[config.mk]
export PLATFORM = sky130hd
export DESIGN_NAME = uirc_ctrl
export DESIGN_NICKNAME = d
export VERILOG_FILES = /design/src/design/uirc_pkg.sv /design/src/design/uirc_ctrl.sv /design/src/design/uirc_err_fifo.sv /design/src/design/uirc_sync.sv
export SDC_FILE = /design/constraint.sdc
export NUM_CORES = 1
export LEC_CHECK = 0
export BUFFER_PORTS_ARGS = -buffer_cell sky130_fd_sc_hd__buf_2
export CAP_MARGIN = 25
export CORE_MARGIN = 2
export CORE_UTILIZATION = 30
export DETAILED_ROUTE_END_ITERATION = 6
export SLEW_MARGIN = 15
export SYNTH_ARGS = -nofsm -noshare
export SYNTH_HDL_FRONTEND = slang
export SYNTH_SLANG_ARGS = --single-unit
[constraint.sdc]
create_clock -name sys_clk -period 6.5 [get_ports sys_clk]
set_input_delay 0.975 -clock sys_clk [delete_from_list [all_inputs] [get_ports sys_clk]]
set_output_delay 0.975 -clock sys_clk [all_outputs]
set_load 0.02 [all_outputs]
[src/design/uirc_pkg.sv]
// Package of constants for the UART interrupt, reset and sleep control block
package uirc_pkg;
    // Reset values of registers
    localparam logic [7:0] LINE_CTRL_RESET  = 8'h1d;
    localparam logic [7:0] TX_LEVEL_RESET   = 8'h40;
    localparam logic [7:0] LINE_STAT_RESET  = 8'h60;
    localparam logic [7:0] IDENT_RESET      = 8'h01;
    // Interrupt identification codes, six bits
    localparam logic [5:0] ID_NONE          = 6'h01;
    localparam logic [5:0] ID_LINE_STATUS   = 6'h06;
    localparam logic [5:0] ID_RX_TIMEOUT    = 6'h0c;
    localparam logic [5:0] ID_RX_DATA       = 6'h04;
    localparam logic [5:0] ID_TX_HOLD       = 6'h02;
    localparam logic [5:0] ID_MODEM         = 6'h00;
    localparam logic [5:0] ID_GPIO          = 6'h30;
    localparam logic [5:0] ID_FLOW_OFF      = 6'h10;
    localparam logic [5:0] ID_HANDSHAKE     = 6'h20;
    // Field positions
    localparam int IER_RX_DATA_BIT  = 0;
    localparam int IER_TX_HOLD_BIT  = 1;
    localparam int IER_LINE_BIT     = 2;
    localparam int IER_MODEM_BIT    = 3;
    localparam int IER_SLEEP_BIT    = 4;
    localparam int IER_FLOW_OFF_BIT = 5;
    localparam int IER_HSHAKE_BIT   = 7;
    localparam int EFR_ENH_BIT      = 4;
    localparam int EFR_SPECIAL_BIT  = 5;
    localparam int LCR_BREAK_BIT    = 6;
    localparam int LSR_ERR_LSB      = 2;
    localparam int LSR_FIFO_ERR_BIT = 7;
    // Time-out in character times
    localparam int RX_TIMEOUT_CHARS = 4;
    // Interrupt source index, priority order
    localparam int NUM_SRC          = 9;
    // Error flag width per entry: parity, framing, break
    localparam int ERR_W            = 3;
    // Receive FIFO depth
    localparam int FIFO_DEPTH       = 64;
    localparam int FIFO_AW          = 6;
endpackage

[src/design/uirc_ctrl.sv]
// UART interrupt, reset, sleep, time-out and break control
//
// Operation
// - All resets clear enable registers
// - Ident reads 0x01 after reset
// - Line control 0x1D, tx level 0x40
// - Line status 0x60; modem low cleared
// - Reset clears FIFO pointers
// - Flow character kept over every reset
// - Reset: tx, rts high; irq released
// - Enabled pending source asserts irq
// - Codes for line, timeout, data, tx hold
// - Codes for modem, gpio, flow-off
// - Handshake pin rise: lowest priority
// - FIFO error bit while errors remain
// - Head entry error flags, zero when empty
// - Flow-off cleared by flow-on; special by read
// - Sleep needs enhanced and sleep enable
// - Sleep only when idle and quiet
// - Sleep stops clock; wakes on activity
// - Time-out after four idle character times
// - Time-out restarts on stop bit, read
// - Break when rx low over one frame
// - Break setting forces tx low
// - Special char sets flow-off, stored
`timescale 1ns/1ps
module uirc_ctrl
    import uirc_pkg::*;
#(
    parameter int CHAR_W = 16
) (
    input  wire logic               sys_clk,
    input  wire logic               reset_n,
    input  wire logic               soft_reset,
    // Register writes and ident read from the host port
    input  wire logic               irq_enable_wr,
    input  wire logic [7:0]         irq_enable_wdata,
    input  wire logic               line_ctrl_wr,
    input  wire logic [7:0]         line_ctrl_wdata,
    input  wire logic               enh_feature_wr,
    input  wire logic [7:0]         enh_feature_wdata,
    input  wire logic               flow_char_wr,
    input  wire logic [7:0]         flow_char_wdata,
    input  wire logic               irq_ident_rd,
    // Receive and transmit datapath events, gpio change and character time
    input  wire logic               rx_char_valid,
    input  wire logic [7:0]         rx_char,
    input  wire logic               rx_parity_err,
    input  wire logic               rx_framing_err,
    input  wire logic               rx_stop_centre,
    input  wire logic               rx_fifo_rd,
    input  wire logic               rx_above_trigger,
    input  wire logic               flow_on_match,
    input  wire logic               flow_off_match,
    input  wire logic               tx_fifo_wr,
    input  wire logic               tx_hold_req,
    input  wire logic               tx_empty,
    input  wire logic               tx_serial_core,
    input  wire logic               rts_core,
    input  wire logic               gpio_change,
    input  wire logic [CHAR_W-1:0]  char_time,
    // Pins from outside
    input  wire logic               rx_pin,
    input  wire logic [3:0]         modem_pins,
    input  wire logic               cts_pin,
    // Outputs
    output logic [7:0]              irq_enable_reg,
    output logic [7:0]              line_ctrl_reg,
    output logic [7:0]              enhanced_feature_reg,
    output logic [7:0]              irq_ident_reg,
    output logic [7:0]              line_status_reg,
    output logic [7:0]              modem_status_reg,
    output logic [7:0]              tx_level_reg,
    output logic [6:0]              rx_level,
    output logic                    tx_serial,
    output logic                    rts_pin,
    output logic                    irq_n_out,
    output logic                    irq_n_oe,
    output logic                    uart_clk_en,
    output logic                    asleep
);
    // ------------------------------------------------------------
    // Pin synchronisers
    // ------------------------------------------------------------
    logic [5:0] pins_s;
    logic       rx_s;
    logic [3:0] modem_s;
    logic       cts_s;

    uirc_sync #(.W(6)) u_sync (
        .sys_clk   (sys_clk),
        .async_in  ({cts_pin, modem_pins, rx_pin}),
        .sync_out  (pins_s)
    );

    assign rx_s    = pins_s[0];
    assign modem_s = pins_s[4:1];
    assign cts_s   = pins_s[5];

    // ------------------------------------------------------------
    // Receive FIFO error tracking
    // ------------------------------------------------------------
    logic [ERR_W-1:0] head_err;
    logic             any_err;
    logic             brk_det;

    uirc_err_fifo u_err_fifo (
        .sys_clk  (sys_clk),
        .reset_n  (reset_n && !soft_reset),
        .push     (rx_char_valid),
        .push_err ({brk_det, rx_framing_err, rx_parity_err}),
        .pop      (rx_fifo_rd),
        .head_err (head_err),
        .any_err  (any_err),
        .level    (rx_level)
    );

    // ------------------------------------------------------------
    // Control registers and events
    // ------------------------------------------------------------
    logic       any_reset;
    logic [7:0] flow_off_char_2;
    logic [3:0] modem_prev;
    logic       cts_prev;
    logic       rts_prev;
    logic       modem_flag;
    logic       hshake_flag;
    logic       flow_off_flag;
    logic       special_flag;
    logic       timeout_flag;
    logic [CHAR_W+2:0] idle_count;
    logic [CHAR_W+1:0] low_count;
    logic       rx_prev;
    logic [7:0] next_irq_enable;
    logic [7:0] next_line_ctrl;
    logic [7:0] next_enh_feature;
    logic       next_modem_flag;
    logic       next_hshake_flag;
    logic       next_flow_off_flag;
    logic       next_special_flag;
    logic       next_timeout_flag;
    logic [CHAR_W+2:0] next_idle_count;
    logic [CHAR_W+1:0] next_low_count;
    logic       next_brk_det;
    logic [CHAR_W+2:0] timeout_limit;
    logic [CHAR_W+1:0] break_limit;
    logic       special_hit;
    logic       modem_change;

    assign any_reset     = !reset_n || soft_reset;
    // Break span is one character time
    assign timeout_limit = (CHAR_W+3)'(char_time) * (CHAR_W+3)'(RX_TIMEOUT_CHARS);
    assign break_limit   = (CHAR_W+2)'(char_time);
    assign special_hit   = rx_char_valid && enhanced_feature_reg[EFR_SPECIAL_BIT]
                           && (rx_char == flow_off_char_2);
    assign modem_change  = (modem_s != modem_prev);

    // Next register values; set wins over clear on every flag
    always_comb
    begin
        next_irq_enable  = irq_enable_wr ? irq_enable_wdata : irq_enable_reg;
        next_line_ctrl   = line_ctrl_wr ? line_ctrl_wdata : line_ctrl_reg;
        next_enh_feature = enh_feature_wr ? enh_feature_wdata : enhanced_feature_reg;
        next_modem_flag  = modem_change || (modem_flag && !irq_ident_rd);
        next_hshake_flag = (cts_s && !cts_prev) || (rts_core && !rts_prev)
                           || (hshake_flag && !irq_ident_rd);
        next_flow_off_flag = flow_off_match || (flow_off_flag && !flow_on_match);
        next_special_flag  = special_hit || (special_flag && !irq_ident_rd);
        // Idle counter restarts on stop centre or FIFO read
        if (rx_stop_centre || rx_fifo_rd || rx_level == '0)
            next_idle_count = '0;
        else if (idle_count != timeout_limit)
            next_idle_count = idle_count + 1'b1;
        else
            next_idle_count = idle_count;
        next_timeout_flag = (rx_level != '0) && !rx_above_trigger
                            && (idle_count == timeout_limit);
        // Break: rx low longer than a full frame
        if (rx_s)
            next_low_count = '0;
        else if (low_count != break_limit)
            next_low_count = low_count + 1'b1;
        else
            next_low_count = low_count;
        next_brk_det = !rx_s && (low_count == break_limit);
        if (any_reset)
        begin
            next_irq_enable    = '0;
            next_line_ctrl     = LINE_CTRL_RESET;
            next_enh_feature   = '0;
            next_modem_flag    = 1'b0;
            next_hshake_flag   = 1'b0;
            next_flow_off_flag = 1'b0;
            next_special_flag  = 1'b0;
            next_idle_count    = '0;
            next_timeout_flag  = 1'b0;
            next_low_count     = '0;
            next_brk_det       = 1'b0;
        end
    end

    // Register update
    always_ff @(posedge sys_clk)
    begin
        irq_enable_reg       <= next_irq_enable;
        line_ctrl_reg        <= next_line_ctrl;
        enhanced_feature_reg <= next_enh_feature;
        modem_flag           <= next_modem_flag;
        hshake_flag          <= next_hshake_flag;
        flow_off_flag        <= next_flow_off_flag;
        special_flag         <= next_special_flag;
        idle_count           <= next_idle_count;
        timeout_flag         <= next_timeout_flag;
        low_count            <= next_low_count;
        brk_det              <= next_brk_det;
        modem_prev           <= modem_s;
        cts_prev             <= cts_s;
        rts_prev             <= rts_core;
        rx_prev              <= rx_s;
    end

    // Flow character survives every reset
    always_ff @(posedge sys_clk)
    begin
        if (flow_char_wr)
            flow_off_char_2 <= flow_char_wdata;
    end

    // ------------------------------------------------------------
    // Interrupt prioritisation
    // ------------------------------------------------------------
    logic [NUM_SRC-1:0] pend;
    logic [5:0]         ident;
    logic               pend_any;

    // Sources in priority order, each but gpio gated by its enable
    always_comb
    begin
        pend[0] = any_err && irq_enable_reg[IER_LINE_BIT];
        pend[1] = timeout_flag && irq_enable_reg[IER_RX_DATA_BIT];
        pend[2] = rx_above_trigger && irq_enable_reg[IER_RX_DATA_BIT];
        pend[3] = tx_hold_req && irq_enable_reg[IER_TX_HOLD_BIT];
        pend[4] = modem_flag && irq_enable_reg[IER_MODEM_BIT];
        pend[5] = gpio_change;
        pend[6] = (flow_off_flag || special_flag) && irq_enable_reg[IER_FLOW_OFF_BIT];
        pend[7] = hshake_flag && irq_enable_reg[IER_HSHAKE_BIT];
        pend[8] = 1'b0;
        pend_any = |pend;
        // Smallest priority number wins
        if (pend[0])      ident = ID_LINE_STATUS;
        else if (pend[1]) ident = ID_RX_TIMEOUT;
        else if (pend[2]) ident = ID_RX_DATA;
        else if (pend[3]) ident = ID_TX_HOLD;
        else if (pend[4]) ident = ID_MODEM;
        else if (pend[5]) ident = ID_GPIO;
        else if (pend[6]) ident = ID_FLOW_OFF;
        else if (pend[7]) ident = ID_HANDSHAKE;
        else              ident = ID_NONE;
    end

    // ------------------------------------------------------------
    // Sleep control
    // ------------------------------------------------------------
    typedef enum logic {UIRC_AWAKE, UIRC_SLEEP} uirc_sleep_t;
    uirc_sleep_t sleep_state;
    uirc_sleep_t next_sleep_state;
    logic        may_sleep;
    logic        wake;

    // Only tx hold may be pending; rx idle and fifos empty
    always_comb
    begin
        may_sleep = enhanced_feature_reg[EFR_ENH_BIT] && irq_enable_reg[IER_SLEEP_BIT]
                    && rx_s && tx_empty && (rx_level == '0)
                    && ((pend & ~(NUM_SRC'(1) << 3)) == '0);
        wake      = (rx_s != rx_prev) || modem_change || tx_fifo_wr;
        case (sleep_state)
            UIRC_AWAKE: next_sleep_state = (may_sleep && !wake) ? UIRC_SLEEP : UIRC_AWAKE;
            UIRC_SLEEP: next_sleep_state = (wake || !may_sleep) ? UIRC_AWAKE : UIRC_SLEEP;
            default:    next_sleep_state = UIRC_AWAKE;
        endcase
        if (any_reset)
            next_sleep_state = UIRC_AWAKE;
    end

    always_ff @(posedge sys_clk)
    begin
        sleep_state <= next_sleep_state;
    end

    // ------------------------------------------------------------
    // Outputs
    // ------------------------------------------------------------
    logic [7:0] next_ident_reg;
    logic [7:0] next_lsr;
    logic [7:0] next_msr;
    logic       next_tx;
    logic       next_rts;
    logic       next_irq_oe;

    // Registered status and pins
    always_comb
    begin
        next_ident_reg = {2'b00, ident};
        next_lsr       = {any_err, tx_empty, tx_hold_req, head_err, 1'b0, rx_level != '0};
        next_msr       = {~modem_s, modem_flag, 3'b000};
        next_tx        = line_ctrl_reg[LCR_BREAK_BIT] ? 1'b0 : tx_serial_core;
        next_rts       = rts_core;
        next_irq_oe    = pend_any;
        if (any_reset)
        begin
            next_ident_reg = IDENT_RESET;
            next_lsr       = LINE_STAT_RESET;
            next_msr       = {~modem_s, 4'h0};
            next_tx        = 1'b1;
            next_rts       = 1'b1;
            next_irq_oe    = 1'b0;
        end
    end

    always_ff @(posedge sys_clk)
    begin
        irq_ident_reg    <= next_ident_reg;
        line_status_reg  <= next_lsr;
        modem_status_reg <= next_msr;
        tx_serial        <= next_tx;
        rts_pin          <= next_rts;
        irq_n_oe         <= next_irq_oe;
    end

    // Open-drain interrupt drives low only
    assign irq_n_out    = 1'b0;
    assign tx_level_reg = TX_LEVEL_RESET;
    assign uart_clk_en  = (sleep_state == UIRC_AWAKE);
    assign asleep       = (sleep_state == UIRC_SLEEP);
endmodule

[src/design/uirc_err_fifo.sv]
// Receive FIFO error tracker: per entry error flags and pointers
`timescale 1ns/1ps
module uirc_err_fifo
    import uirc_pkg::*;
#(
    parameter int DEPTH = uirc_pkg::FIFO_DEPTH,
    parameter int AW    = uirc_pkg::FIFO_AW
) (
    input  wire logic               sys_clk,
    input  wire logic               reset_n,
    input  wire logic               push,
    input  wire logic [uirc_pkg::ERR_W-1:0] push_err,
    input  wire logic               pop,
    output logic      [uirc_pkg::ERR_W-1:0] head_err,
    output logic                    any_err,
    output logic      [AW:0]        level
);
    logic [ERR_W-1:0] err_mem [DEPTH];
    logic [AW-1:0]    rd_ptr;
    logic [AW-1:0]    wr_ptr;
    logic [AW:0]      err_count;
    logic [AW-1:0]    next_rd_ptr;
    logic [AW-1:0]    next_wr_ptr;
    logic [AW:0]      next_level;
    logic [AW:0]      next_err_count;
    logic             do_push;
    logic             do_pop;
    logic             pop_err;

    // Accept only when room or data exists
    always_comb
    begin
        do_push        = push && (level != (AW+1)'(DEPTH));
        do_pop         = pop && (level != '0);
        pop_err        = do_pop && (err_mem[rd_ptr] != '0);
        next_rd_ptr    = do_pop ? rd_ptr + 1'b1 : rd_ptr;
        next_wr_ptr    = do_push ? wr_ptr + 1'b1 : wr_ptr;
        next_level     = level + (AW+1)'(do_push) - (AW+1)'(do_pop);
        next_err_count = err_count + (AW+1)'(do_push && push_err != '0) - (AW+1)'(pop_err);
        if (!reset_n)
        begin
            next_rd_ptr    = '0;
            next_wr_ptr    = '0;
            next_level     = '0;
            next_err_count = '0;
        end
    end

    // Pointer state; reset clears pointer logic
    always_ff @(posedge sys_clk)
    begin
        rd_ptr    <= next_rd_ptr;
        wr_ptr    <= next_wr_ptr;
        level     <= next_level;
        err_count <= next_err_count;
    end

    // Storage has no reset, only pointers matter
    always_ff @(posedge sys_clk)
    begin
        if (do_push)
            err_mem[wr_ptr] <= push_err;
    end

    // Head flags read zero when empty
    always_comb
    begin
        head_err = (level == '0) ? '0 : err_mem[rd_ptr];
        any_err  = (err_count != '0);
    end
endmodule

[src/design/uirc_sync.sv]
// Two flip-flop synchroniser for pin inputs
`timescale 1ns/1ps
module uirc_sync #(
    parameter int W = 1
) (
    input  wire logic         sys_clk,
    input  wire logic [W-1:0] async_in,
    output logic      [W-1:0] sync_out
);
    logic [W-1:0] stage1;

    // No reset: pins flow through it, so edge detectors start settled
    always_ff @(posedge sys_clk)
    begin
        stage1   <= async_in;
        sync_out <= stage1;
    end
endmodule

-- Word level (Yosys, flattened, before mapping)
Memory sizes are Yosys's and may differ from the RTL's. A register that Yosys moved wholly into a read port is not among the register bits.
Cells that the tools add are included.
- register bits: 148
- RAM bits: 192
- input port bits: 84
- output and inout bits: 69
- word-level logic and storage cells: 133
- memories: 1
- memory list (name ; words ; bits a word ; rd ports ; clocked after memory_dff ; write ports ; line ; RTL):
    u_err_fifo.err_mem ; 64 ; 3 ; 1 ; 1 ; 1 ; uirc_err_fifo.sv:18 ; logic [ERR_W-1:0] err_mem [DEPTH];
- add/sub/neg operators: 8
- eq/ne operators: 8
- muxes and demuxes: 16
- bitwise operators: 2
- reduce and logical (&&, ||, !) cells: 63
- operators by type and width (operator ; number):
    two-way mux 6 bit ; 10
    logical AND 1 bit ; 29
    adder 19 x 1 -> 19 bit (second input constant) ; 1
    == test 19 x 18 -> 1 bit ; 1
    inequality test 19 x 18 -> 1 bit ; 1
    adder 18 x 1 -> 18 bit (second input constant) ; 1
    == test 18 x 16 -> 1 bit ; 1
    inequality test 18 x 16 -> 1 bit ; 1
    adder 7 x 1 -> 7 bit ; 2
    nonzero test 7 bit ; 2
    subtractor 7 x 1 -> 7 bit ; 2
    adder 6 x 1 -> 6 bit (second input constant) ; 2
    logical OR 1 bit ; 12
    logical NOT 1 bit ; 10
    logical NOT 9 bit ; 1
    == test 8 bit ; 1
    OR reduction 2 bit ; 4
    OR reduction 8 bit ; 1
    logical NOT 7 bit ; 1
    inequality test 7 bit (second input constant) ; 1
    nonzero test 3 bit ; 2
    OR reduction 6 bit ; 1
    two-way mux 1 bit ; 5
    inequality test 4 bit ; 1
    other kinds (4) ; 4

-- Longest topological paths before layout
Gate-level depths: netlist of run 1.
- depth after elaboration: 9
- depth in mapped cells: 20
- mapped depth without buffers: 18

-- Hierarchy
A second synthesis of run 1 with hierarchy kept.
- cell total of the unflattened synthesis: 1208
- area total of the unflattened synthesis: 14930.6 um^2
- by module, submodules not included (module ; times used ; cells each ; area each (um^2) ; sequential area each (um^2)):
    uirc_err_fifo ; 1 ; 606 ; 9421.5 ; 6406.1
    uirc_ctrl ; 1 ; 590 ; 5268.8 ; 2162.1
    uirc_sync ; 1 ; 12 ; 240.2 ; 240.2

-- Worst setup path before layout of run 1
Ideal clock, no wire load.
- kind: reg2reg
- from: reg with a tool-made name
- to: reg u_err_fifo.err_count[6]
- setup time: 132 ps
- data arrival time: 3459 ps
- required time: 6368 ps
- path slack: 2909 ps
- cell stages (with the launch flop): 18
- path buffers: 2
- clock period less this slack: 3591 ps
- cells stage by stage: dfxtp_1 buf_2 buf_2 mux4_2 mux4_2 o211ai_1 a41oi_1 ha_1 inv_1 ha_1 inv_1 fa_1 nand2b_1 a21oi_1 o21ai_0 a21oi_1 or3_1 a21oi_1
- RTL lines (what ; line ; RTL):
    to (signal assigned) ; uirc_err_fifo.sv:55 ; err_count <= next_err_count;
    to (decl) ; uirc_err_fifo.sv:21 ; logic [AW:0] err_count;

==> results of run 1 <==
==> synth_stat cells, drive strengths merged, types with 4 or more instances <==
cell	n
o21a	4
a22oi	6
a21oi	40
ha	23
clkbuf	30
nand2b	10
dfxtp	140
nand2	42
o31ai	9
edfxtp	200
nor2b	9
mux4	47
buf	31
or4	9
and4	5
nor3	10
inv	54
xnor2	39
xor2	40
or3	8
o21ai	13
mux2i	37
nor4	10
and2	4
nor2	141
nand4	13
a211oi	10
nand3	35
==> worst max-delay path, cell delays in order, from the launching register on <==
cell and delay [ps]:
dfxtp_2 910, buf_4 350, mux4_2 510, a22oi_1 200, nand3_1 100, a32oi_1 280, a41oi_1 280, ha_1 350
inv_1 60, ha_1 160, inv_1 60, fa_1 370, nand2b_1 170, a21oi_1 170, o21ai_0 110, a21oi_1 180
or3_1 130, a21oi_1 60
==> kinds of logic after synthesis <==
logic type	count (synthesis)
AOI/OAI and AO/OA	107
buffers and inverters	115
DFF	340
and+or+nand+nor	314
adders and majority gates	25
xor gates and xnor gates	79
muxes	86
other	2
==> worst paths after layout <==
path,startpoint,endpoint,slack [ps],depth (start not counted)
hold / removal,u_sync.stage1[4]$_DFF_P_,u_sync.sync_out[4]$_DFF_P_,320,0
setup reg to reg,flop,u_err_fifo.err_count[6]$_SDFF_PN0_,1900,17
hold reg to reg,u_sync.stage1[4]$_DFF_P_,u_sync.sync_out[4]$_DFF_P_,320,0
setup / recovery,flop,u_err_fifo.err_count[6]$_SDFF_PN0_,1900,17
==> power groups by stage <==
stage / clock, mW / sequential (mW) / combinational [mW]
2_1_floorplan: 0 / 2.46 / 0.558
3_3_place_gp: 0 / 2.46 / 0.775
3_5_place_dp: 0 / 2.46 / 0.793
4_1_cts: 2.27 / 2.41 / 0.799
5_1_grt: 2.36 / 2.41 / 0.900
6_report: 2.21 / 2.40 / 0.800
==> placed cells by master (no fill, tap or decap), drive strengths merged, types with 13 or more instances in the layout <==
| cell type | instances |
|---|---|
| conb | 15 |
| dfxtp | 140 |
| o21ai | 13 |
| nand2 | 42 |
| xor2 | 40 |
| nor2 | 141 |
| mux2i | 37 |
| ha | 23 |
| a21oi | 40 |
| mux4 | 47 |
| xnor2 | 39 |
| nand4 | 13 |
| buf | 148 |
| inv | 57 |
| clkbuf | 50 |
| nand3 | 35 |
| edfxtp | 200 |
==> per-layer routing <==
layer	GRT usage	up-vias
met5	0	-
met4	0.0358	0
met3	0.0368	45
met2	0.215	257
met1	0.172	4265
li1	-	4132
==> metrics by stage <==
step / setup slack (ps) / util / hold slack, ps / area, um2
after detailed placement: 1880 / 0.330 / 314 / 15300
after floorplan: 2910 / - / 310 / 14100
final: 1900 / 0.358 / 323 / 16600
after global placement: 1980 / 0.330 / 310 / 15300
after CTS: 1860 / 0.358 / 326 / 16600
after global routing: 1580 / 0.358 / 334 / 16600
==> cell type report <==
cell class | count | area [um2]
multi-input combinational | 626 | 4750
clock buffer | 50 | 1030
clock inverter | 18 | 251
fill | 4453 | 29700
tap | 607 | 759
sequential | 340 | 8810
inverter | 54 | 203
timing repair buffer | 148 | 813
==> metrics.md, run 1 <==
| Metric | Value |
|---|---|
| Sink Count | 340 |
| DRT Pass-1 Iters | 5 |
| Skew final | 16.2 ps |
| Initial Utilization | 0.302 |
| Fin Setup TNS | 0 ps |
| Maximum vdd ir drop | 0.242 mV |
| Max layer used | met4 |
| Rel. slew slack | 0.408 |
| Top cell type's share of synthesized area | 0.428 |
| Total CTS buffers | 37 |
| First-pass GRT wire length | 49300 um |
| Status | finished, final reports clean |
| Tmin final | 4600 ps |
| M1 WL | 13700 um |
| Largest family of logic cells by synthesized area | simple AND/OR/NAND/NOR gates |
| Top cell type by total area after synthesis | edfxtp_1 |
| Longest Clk Path Bufs | 3 |
| Seq/Total Area, Yosys | 0.628 |
| GRT overflow | 0 |
| Vias in the first global route | 8742 |
| RD Place Congestion | 0.772 |
| Leakage power | 5.65 nW |
| Post-CTS Resized | 0 |
| Sw power | 1.36 mW |
| Hold crit path type | reg -> reg |
| Power Dens Cells | 326 nW/um2 |
| Fraction of layout cells with a size suffix above 1 | 0.214 |
| Routed wire length | 31600 um |
| Crit path launch type | flop |
| Worst-Margin Slew | 887 ps |
| Setup bufs post-CTS | 0 |
| Critical path type | reg -> reg |
| Overall global routing resource usage | 0.132 |
| Num rows | 79 |
| Hpwl dp | 21200 um |
| Critical Path Sink Type | flop |
| Final hold vios | 0 |
| Largest reg by FF count | u_err_fifo.err_mem |
| Non-filler instance count after layout | 1843 |
| Hold-fix buffers, CTS | 0 |
| Antenna violation net count after detailed routing | 0 |
| Sw Ratio | 0.252 |
| Mapped Area | 14000 um2 |
| Post-synth ARST share | 0 |
| Final period util | 0.708 |
| Nets | 1316 |
| Fmax achieved | 217 MHz |
| Comb pwr share | 0.148 |
| Synth cell types | 60 |
| Post-Syn Instances | 1068 |
| #FFs+latches synth | 340 |
| Max FFs per register | 192 |
| CP max FO | 34 |
| EDFF count, synth | 200 |
| DRC | 0 |
| Total power | 5.41 mW |
| Top Registers | u_err_fifo.err_mem x192, idle_count x19, low_count x18 |
| Top_reg_cell synth | edfxtp_1 |
| DR vias | 8699 |
| Compound-Gate Fraction of Synth Area | 0.0497 |
| Yosys Warn Count | 0 |
| Die Wd | 220 um |
| Simple logic cell fraction of the synthesized area | 0.108 |
| Synth Area in XOR/XNOR | 0.0493 |
| Final Slew Violations | 0 |
| Clock root buffer | clkbuf_16 |
| CP Data Arrival Time | 4990 ps |
| Largest net degree at the start of global routing | 66 |
| CTS tree | done |
| Skew-Pair Late Insertion Delay | 550 ps |
| Synth Area in Adders | 0.0234 |
| Flop pwr share | 0.443 |
| WL met2 | 15000 um |
| Die area | 48500 um2 |
| Max capacitance violation total | 0 |
| Avg Cell Area, Syn | 13.1 um2 |
| Wire length on met3 | 2340 um |
| Placed cells | 1774 |
| Per-cell routed wire length | 17.1 um |
| Final setup vio count | 0 |
| Int Power | 4.05 mW |
| Multiplexer share of the synthesized area | 0.104 |
| Max H-tree Level | 2 |
| Drt initial violations | 511 |
| RSZ-0062 raised after global routing | false |
| # port buffers | 137 |
| Vias/cell | 4.72 |
| Clock Power Share | 0.409 |
| Die height | 220 um |
| CP Data Required Time | 6890 ps |
| Area growth syn-to-layout | 18.5% |
| # IOs | 153 |
| Area contributors post-synth | edfxtp_1 43%, dfxtp_1 20%, mux4_2 7.5% |
| Core area | 46400 um2 |
| Antenna violations before repair | 0 |
| Antenna diodes | 0 |
| Clock-pin slew on the worst setup and hold paths | 60 ps |
No activity file was read; power rests on OpenSTA's default activity.
==> inputs of run 2 (changes only) <==
- clock period: 6.5 -> 4.1 ns (I/O delays scaled with it)
==> run 2 against run 1 <==
- clock-buffer cell count shrank 2
- final cell count up 0.71%
- global-route usage increased by 0.30 points
- worst setup slack worse by 1600 ps
- register-to-register slack lost 1600 ps
- via count is 1.7% higher
- die area unchanged
- clock power grew 53%
- combinational power rose by 71%
- non-clock buffer count up 13
- largest cell class unchanged
- highest routed layer is now met5
==> metrics.md, run 2 (synthesized netlist as in run 1, its figures left out) <==
| Metric | Value |
|---|---|
| Status | finished, final reports clean |
| Skew final | 20.8 ps |
| Num rows | 79 |
| Vias in the first global route | 8829 |
| Worst-Margin Slew | 864 ps |
| Flop pwr share | 0.443 |
| Antenna diodes | 0 |
| Maximum vdd ir drop | 0.429 mV |
| Fraction of layout cells with a size suffix above 1 | 0.227 |
| Die height | 220 um |
| Final Slew Violations | 0 |
| Clock Power Share | 0.396 |
| DR vias | 8849 |
| Max H-tree Level | 2 |
| Fmax achieved | 261 MHz |
| Clock root buffer | clkbuf_16 |
| Total power | 8.54 mW |
| Per-cell routed wire length | 17.3 um |
| Longest Clk Path Bufs | 3 |
| Int Power | 6.36 mW |
| Rel. slew slack | 0.423 |
| Comb pwr share | 0.160 |
| DRC | 0 |
| Die Wd | 220 um |
| Commonest non-fill, non-tap cell in the layout | edfxtp_1 |
| Final period util | 0.933 |
| GRT overflow | 0 |
| Total CTS buffers | 38 |
| CP max FO | 12 |
| Skew-Pair Late Insertion Delay | 560 ps |
| # port buffers | 137 |
| Leakage power | 5.72 nW |
| Crit path launch type | flop |
| Most frequent cells in the layout | 200 x edfxtp_1, 141 x nor2_1, 137 x buf_2 |
| Antenna violation net count after detailed routing | 0 |
| Tmin final | 3830 ps |
| CP Data Required Time | 4530 ps |
| # IOs | 153 |
| Routed wire length | 32100 um |
| Max FFs per register | 192 |
| Finished Cell Area | 16700 um2 |
| Sw power | 2.19 mW |
| Antenna violations before repair | 1 |
| Largest reg by FF count | u_err_fifo.err_mem |
| Max capacitance violation total | 0 |
| RD Place Congestion | 0.795 |
| Nets | 1330 |
| Hpwl dp | 21900 um |
| DP Area | 15400 um2 |
| Vias/cell | 4.77 |
| Sw Ratio | 0.256 |
| Die area | 48500 um2 |
| Core area | 46400 um2 |
| Hold-fix buffers, CTS | 0 |
| CTS tree | done |
| First-pass GRT wire length | 50300 um |
| Final setup vio count | 0 |
| Sink Count | 340 |
| Overall global routing resource usage | 0.135 |
| Power Dens Cells | 510 nW/um2 |
| Critical Path Sink Type | flop |
| CP Data Arrival Time | 4250 ps |
| Top Registers | u_err_fifo.err_mem x192, idle_count x19, low_count x18 |
| Area growth syn-to-layout | 19.4% |
| Hold crit path type | in -> reg |
| Critical path type | reg -> reg |
| Final hold vios | 0 |
| Largest net degree at the start of global routing | 65 |
| Worst Hold Launch | rx_pin |
| DRT Pass-1 Iters | 5 |
| Clock-pin slew on the worst setup and hold paths | 60 ps |
| Drt initial violations | 680 |
| Initial Utilization | 0.302 |
==> run 2: worst paths after layout <==
path,endpoint,slack (ps),depth (start not counted)
min,u_sync.stage1[0]$_DFF_P_,160,1
max reg2reg,u_err_fifo.err_count[6]$_SDFF_PN0_,270,16
min reg2reg,u_sync.sync_out[4]$_DFF_P_,330,0
max,u_err_fifo.err_count[6]$_SDFF_PN0_,270,16
==> run 2: power groups by stage <==
stage | combinational (mW) | clock, mW | sequential, mW
after floorplan | 0.884 | 0 | 3.91
after global placement | 1.33 | 0 | 3.86
after detailed placement | 1.35 | 0 | 3.86
after CTS | 1.36 | 3.49 | 3.79
after global routing | 1.54 | 3.61 | 3.80
final | 1.37 | 3.39 | 3.79
==> run 2: layer usage <==
metal / share of wire / up-vias / GRT usage / wire [um]
met5: 0.00050 / - / 0 / 16
met2: 0.48 / 311 / 0.221 / 15300
li1: - / 4156 / - / -
met3: 0.080 / 49 / 0.0401 / 2570
met1: 0.43 / 4331 / 0.174 / 13700
met4: 0.017 / 2 / 0.0360 / 556
==> run 2: stage by stage <==
stage | instances | setup TNS, ps | util | setup WS, ps | hold slack (ps)
6_report | 1856 | 0 | 0.361 | 275 | 159
5_1_grt | 1856 | -0.740 | 0.361 | -0.740 | 136
4_1_cts | 1852 | 0 | 0.360 | 129 | 130
3_5_place_dp | 1784 | 0 | 0.333 | 122 | 312
3_3_place_gp | 1783 | 0 | 0.333 | 166 | 310
2_1_floorplan | 1081 | 0 | - | 509 | 310
==> run 2: worst max-delay path: stages, from the launching register on <==
cell and delay [ps]:
dfxtp_2 340, buf_12 160, mux4_2 510, mux4_2 490, o211ai_1 270, a41oi_2 210
ha_1 310, inv_1 60, ha_1 160, inv_1 50, fa_1 380, nand2b_1 190
a21oi_2 160, o21ai_1 90, a21oi_1 150, or3_1 130, a21oi_1 60
==> run 2: timing repair <==
action,CTS,global route
endpoints found under the setup margin,0,2
resized for setup,0,6
setup buffers,0,4
==> run 2: layout make-up <==
class / instances / area, um2
timing repair buffer: 161 / 961
inverter: 54 / 203
clock inverter: 20 / 223
multi-input combinational: 626 / 4770
sequential: 340 / 8810
clock buffer: 48 / 1020
tap: 607 / 759
fill: 4406 / 29600
==> inputs of run 3 (changes only) <==
- CORE_MARGIN: 2 -> unset
- CTS_BUF_LIST: unset -> sky130_fd_sc_hd__clkbuf_2
==> run 3 against run 2 <==
- via count up 8.0%
- first-iteration DRC count decreased by 17%
- global-route usage is 0.98 points higher
- die area decreased by 1.8%
- clock power down 28%
- routed wire length rose by 5.4%
- sequential power about the same
- final cell count rose by 9.4%
- register-to-register slack improved by 20 ps
- combinational power rose by 4%
- non-clock buffer count is 81 higher
- largest cell class unchanged
- largest power group unchanged
==> metrics.md, run 3 (synthesized netlist as in run 1, its figures left out) <==
| Metric | Value |
|---|---|
| Status | finished, final reports clean |
| Critical Path Sink Type | flop |
| Register area | 8810 um2 |
| Die area | 47600 um2 |
| CP Data Arrival Time | 4680 ps |
| Final setup vio count | 0 |
| Finished Cell Area | 17200 um2 |
| Tmin final | 3800 ps |
| GRT overflow | 0 |
| RD Place Congestion | 0.790 |
| Critical path type | reg -> reg |
| Antenna violation net count after detailed routing | 0 |
| Largest reg by FF count | u_err_fifo.err_mem |
| # port buffers | 137 |
| Num rows | 78 |
| Area growth syn-to-layout | 22.4% |
| Hold crit path type | in -> reg |
| DP Area | 15400 um2 |
| Leakage power | 6.07 nW |
| Power Dens Cells | 446 nW/um2 |
| CP Data Required Time | 4980 ps |
| Nets | 1463 |
| Sink Count | 340 |
| Antenna violations before repair | 2 |
| Fraction of layout cells with a size suffix above 1 | 0.259 |
| Final period util | 0.928 |
| Worst-Margin Slew | 857 ps |
| Top Registers | u_err_fifo.err_mem x192, idle_count x19, low_count x18 |
| CP max FO | 26 |
| Skew final | 93.7 ps |
| DRC | 0 |
| Die height | 218 um |
| CTS tree | done |
| Max H-tree Level | 3 |
| Overall global routing resource usage | 0.145 |
| DRT Pass-1 Iters | 4 |
| Skew-Pair Late Insertion Delay | 1010 ps |
| Die Wd | 218 um |
| Largest net degree at the start of global routing | 65 |
| DR vias | 9560 |
| Max FFs per register | 192 |
| Vias in the first global route | 9965 |
| # IOs | 153 |
| Vias/cell | 4.71 |
| Routed wire length | 33900 um |
| Final hold vios | 0 |
| Per-cell routed wire length | 16.7 um |
| Fill cells | 4386 |
| Dpl ws | 144 ps |
| Clock root buffer | clkbuf_2 |
| Maximum vdd ir drop | 0.200 mV |
| Hpwl dp | 21500 um |
| Max capacitance violation total | 0 |
| Fmax achieved | 263 MHz |
| Commonest non-fill, non-tap cell in the layout | edfxtp_1 |
| Longest Clk Path Bufs | 3 |
| Initial Utilization | 0.306 |
| Fin Setup TNS | 0 ps |
| Final core occ | 0.375 |
| Most frequent cells in the layout | 200 x edfxtp_1, 141 x nor2_1, 137 x dfxtp_1, 137 x buf_2, 129 x clkbuf_2 |
| Rel. slew slack | 0.424 |
| Clock-pin slew on the worst setup and hold paths | 100 ps |
| Crit path launch type | flop |
| First-pass GRT wire length | 53400 um |
| Core area | 45800 um2 |
| Total CTS buffers | 90 |
| Final Slew Violations | 0 |
| Final WS setup | 296 ps |
| Area of the multi-input gates | 4780 um2 |
| WHS | 170 ps |
| Drt initial violations | 562 |
[run 3: cell count changes in the layout (fill, tap and decap cells not counted), moves of 3 or more]
| cell | before | now |
|---|---|---|
| inv_6 | 3 | 0 |
| clkbuf_2 | 0 | 129 |
| clkbuf_16 | 38 | 0 |
| dlygate4sd3_1 | 0 | 80 |
| clkbuf_8 | 3 | 0 |
| clkbuf_1 | 7 | 0 |
| clkinv_1 | 4 | 24 |
[run 3: final cells by class]
type | count | area share
clock inverter | 37 | 0.0125
antenna | 2 | 0.000292
timing repair buffer | 242 | 0.102
multi-input combinational | 626 | 0.278
tap | 600 | 0.0437
sequential | 340 | 0.513
clock buffer | 129 | 0.0376
inverter | 54 | 0.0118
[run 3: path summary, 6_finish.rpt]
| path | start | end | slack, ps | depth (start not counted) |
|---|---|---|---|---|
| worst min-delay path | char_time[14] | timeout_flag$_SDFF_PN0_ | 170 | 5 |
| worst min register to register | u_sync.stage1[2]$_DFF_P_ | u_sync.sync_out[2]$_DFF_P_ | 290 | 0 |
| worst max-delay path | flop | u_err_fifo.err_count[6]$_SDFF_PN0_ | 300 | 17 |
| worst max register to register | flop | u_err_fifo.err_count[6]$_SDFF_PN0_ | 300 | 17 |
[run 3: through the flow]
stage               total power [mW]  std cells
floorplan                       4.79       1081
global placement                5.17       1776
detailed placement              5.19       1776
CTS                             7.72       2022
global route                    8.10       2030
finish                          7.65       2030
[run 3: layer usage]
metal	wire length, um	share of wire	global-route usage
met1	14700	0.43	0.184
met2	15900	0.47	0.227
met3	2510	0.074	0.0454
met4	774	0.023	0.0608
met5	11	0.00032	0
[run 3: repair_timing]
item,4_1_cts,5_1_grt
setup buffers,0,6
endpoints found under the setup margin,0,1
resized for setup,0,6
hold buffers,80,0
endpoints found under the hold margin,70,0
[run 3: worst max-delay path: stages, from the launching register on]
cell and delay [ps]:
dfxtp_2 390, buf_12 200, mux4_2 520, mux2i_1 200, o21ai_0 170, a32oi_2 290
a41oi_2 190, ha_1 300, inv_1 60, ha_1 160, inv_1 50, fa_1 370
nand2b_1 190, a21oi_2 160, o21ai_0 100, a21oi_1 170, or3_1 120, a21oi_1 60
[run 3: power by group]
group	internal, mW	switching (mW)	total [mW]
logic	0.663	0.764	1.43
clock network	0.989	1.45	2.44
registers	3.70	0.0737	3.78
total	5.36	2.29	7.65
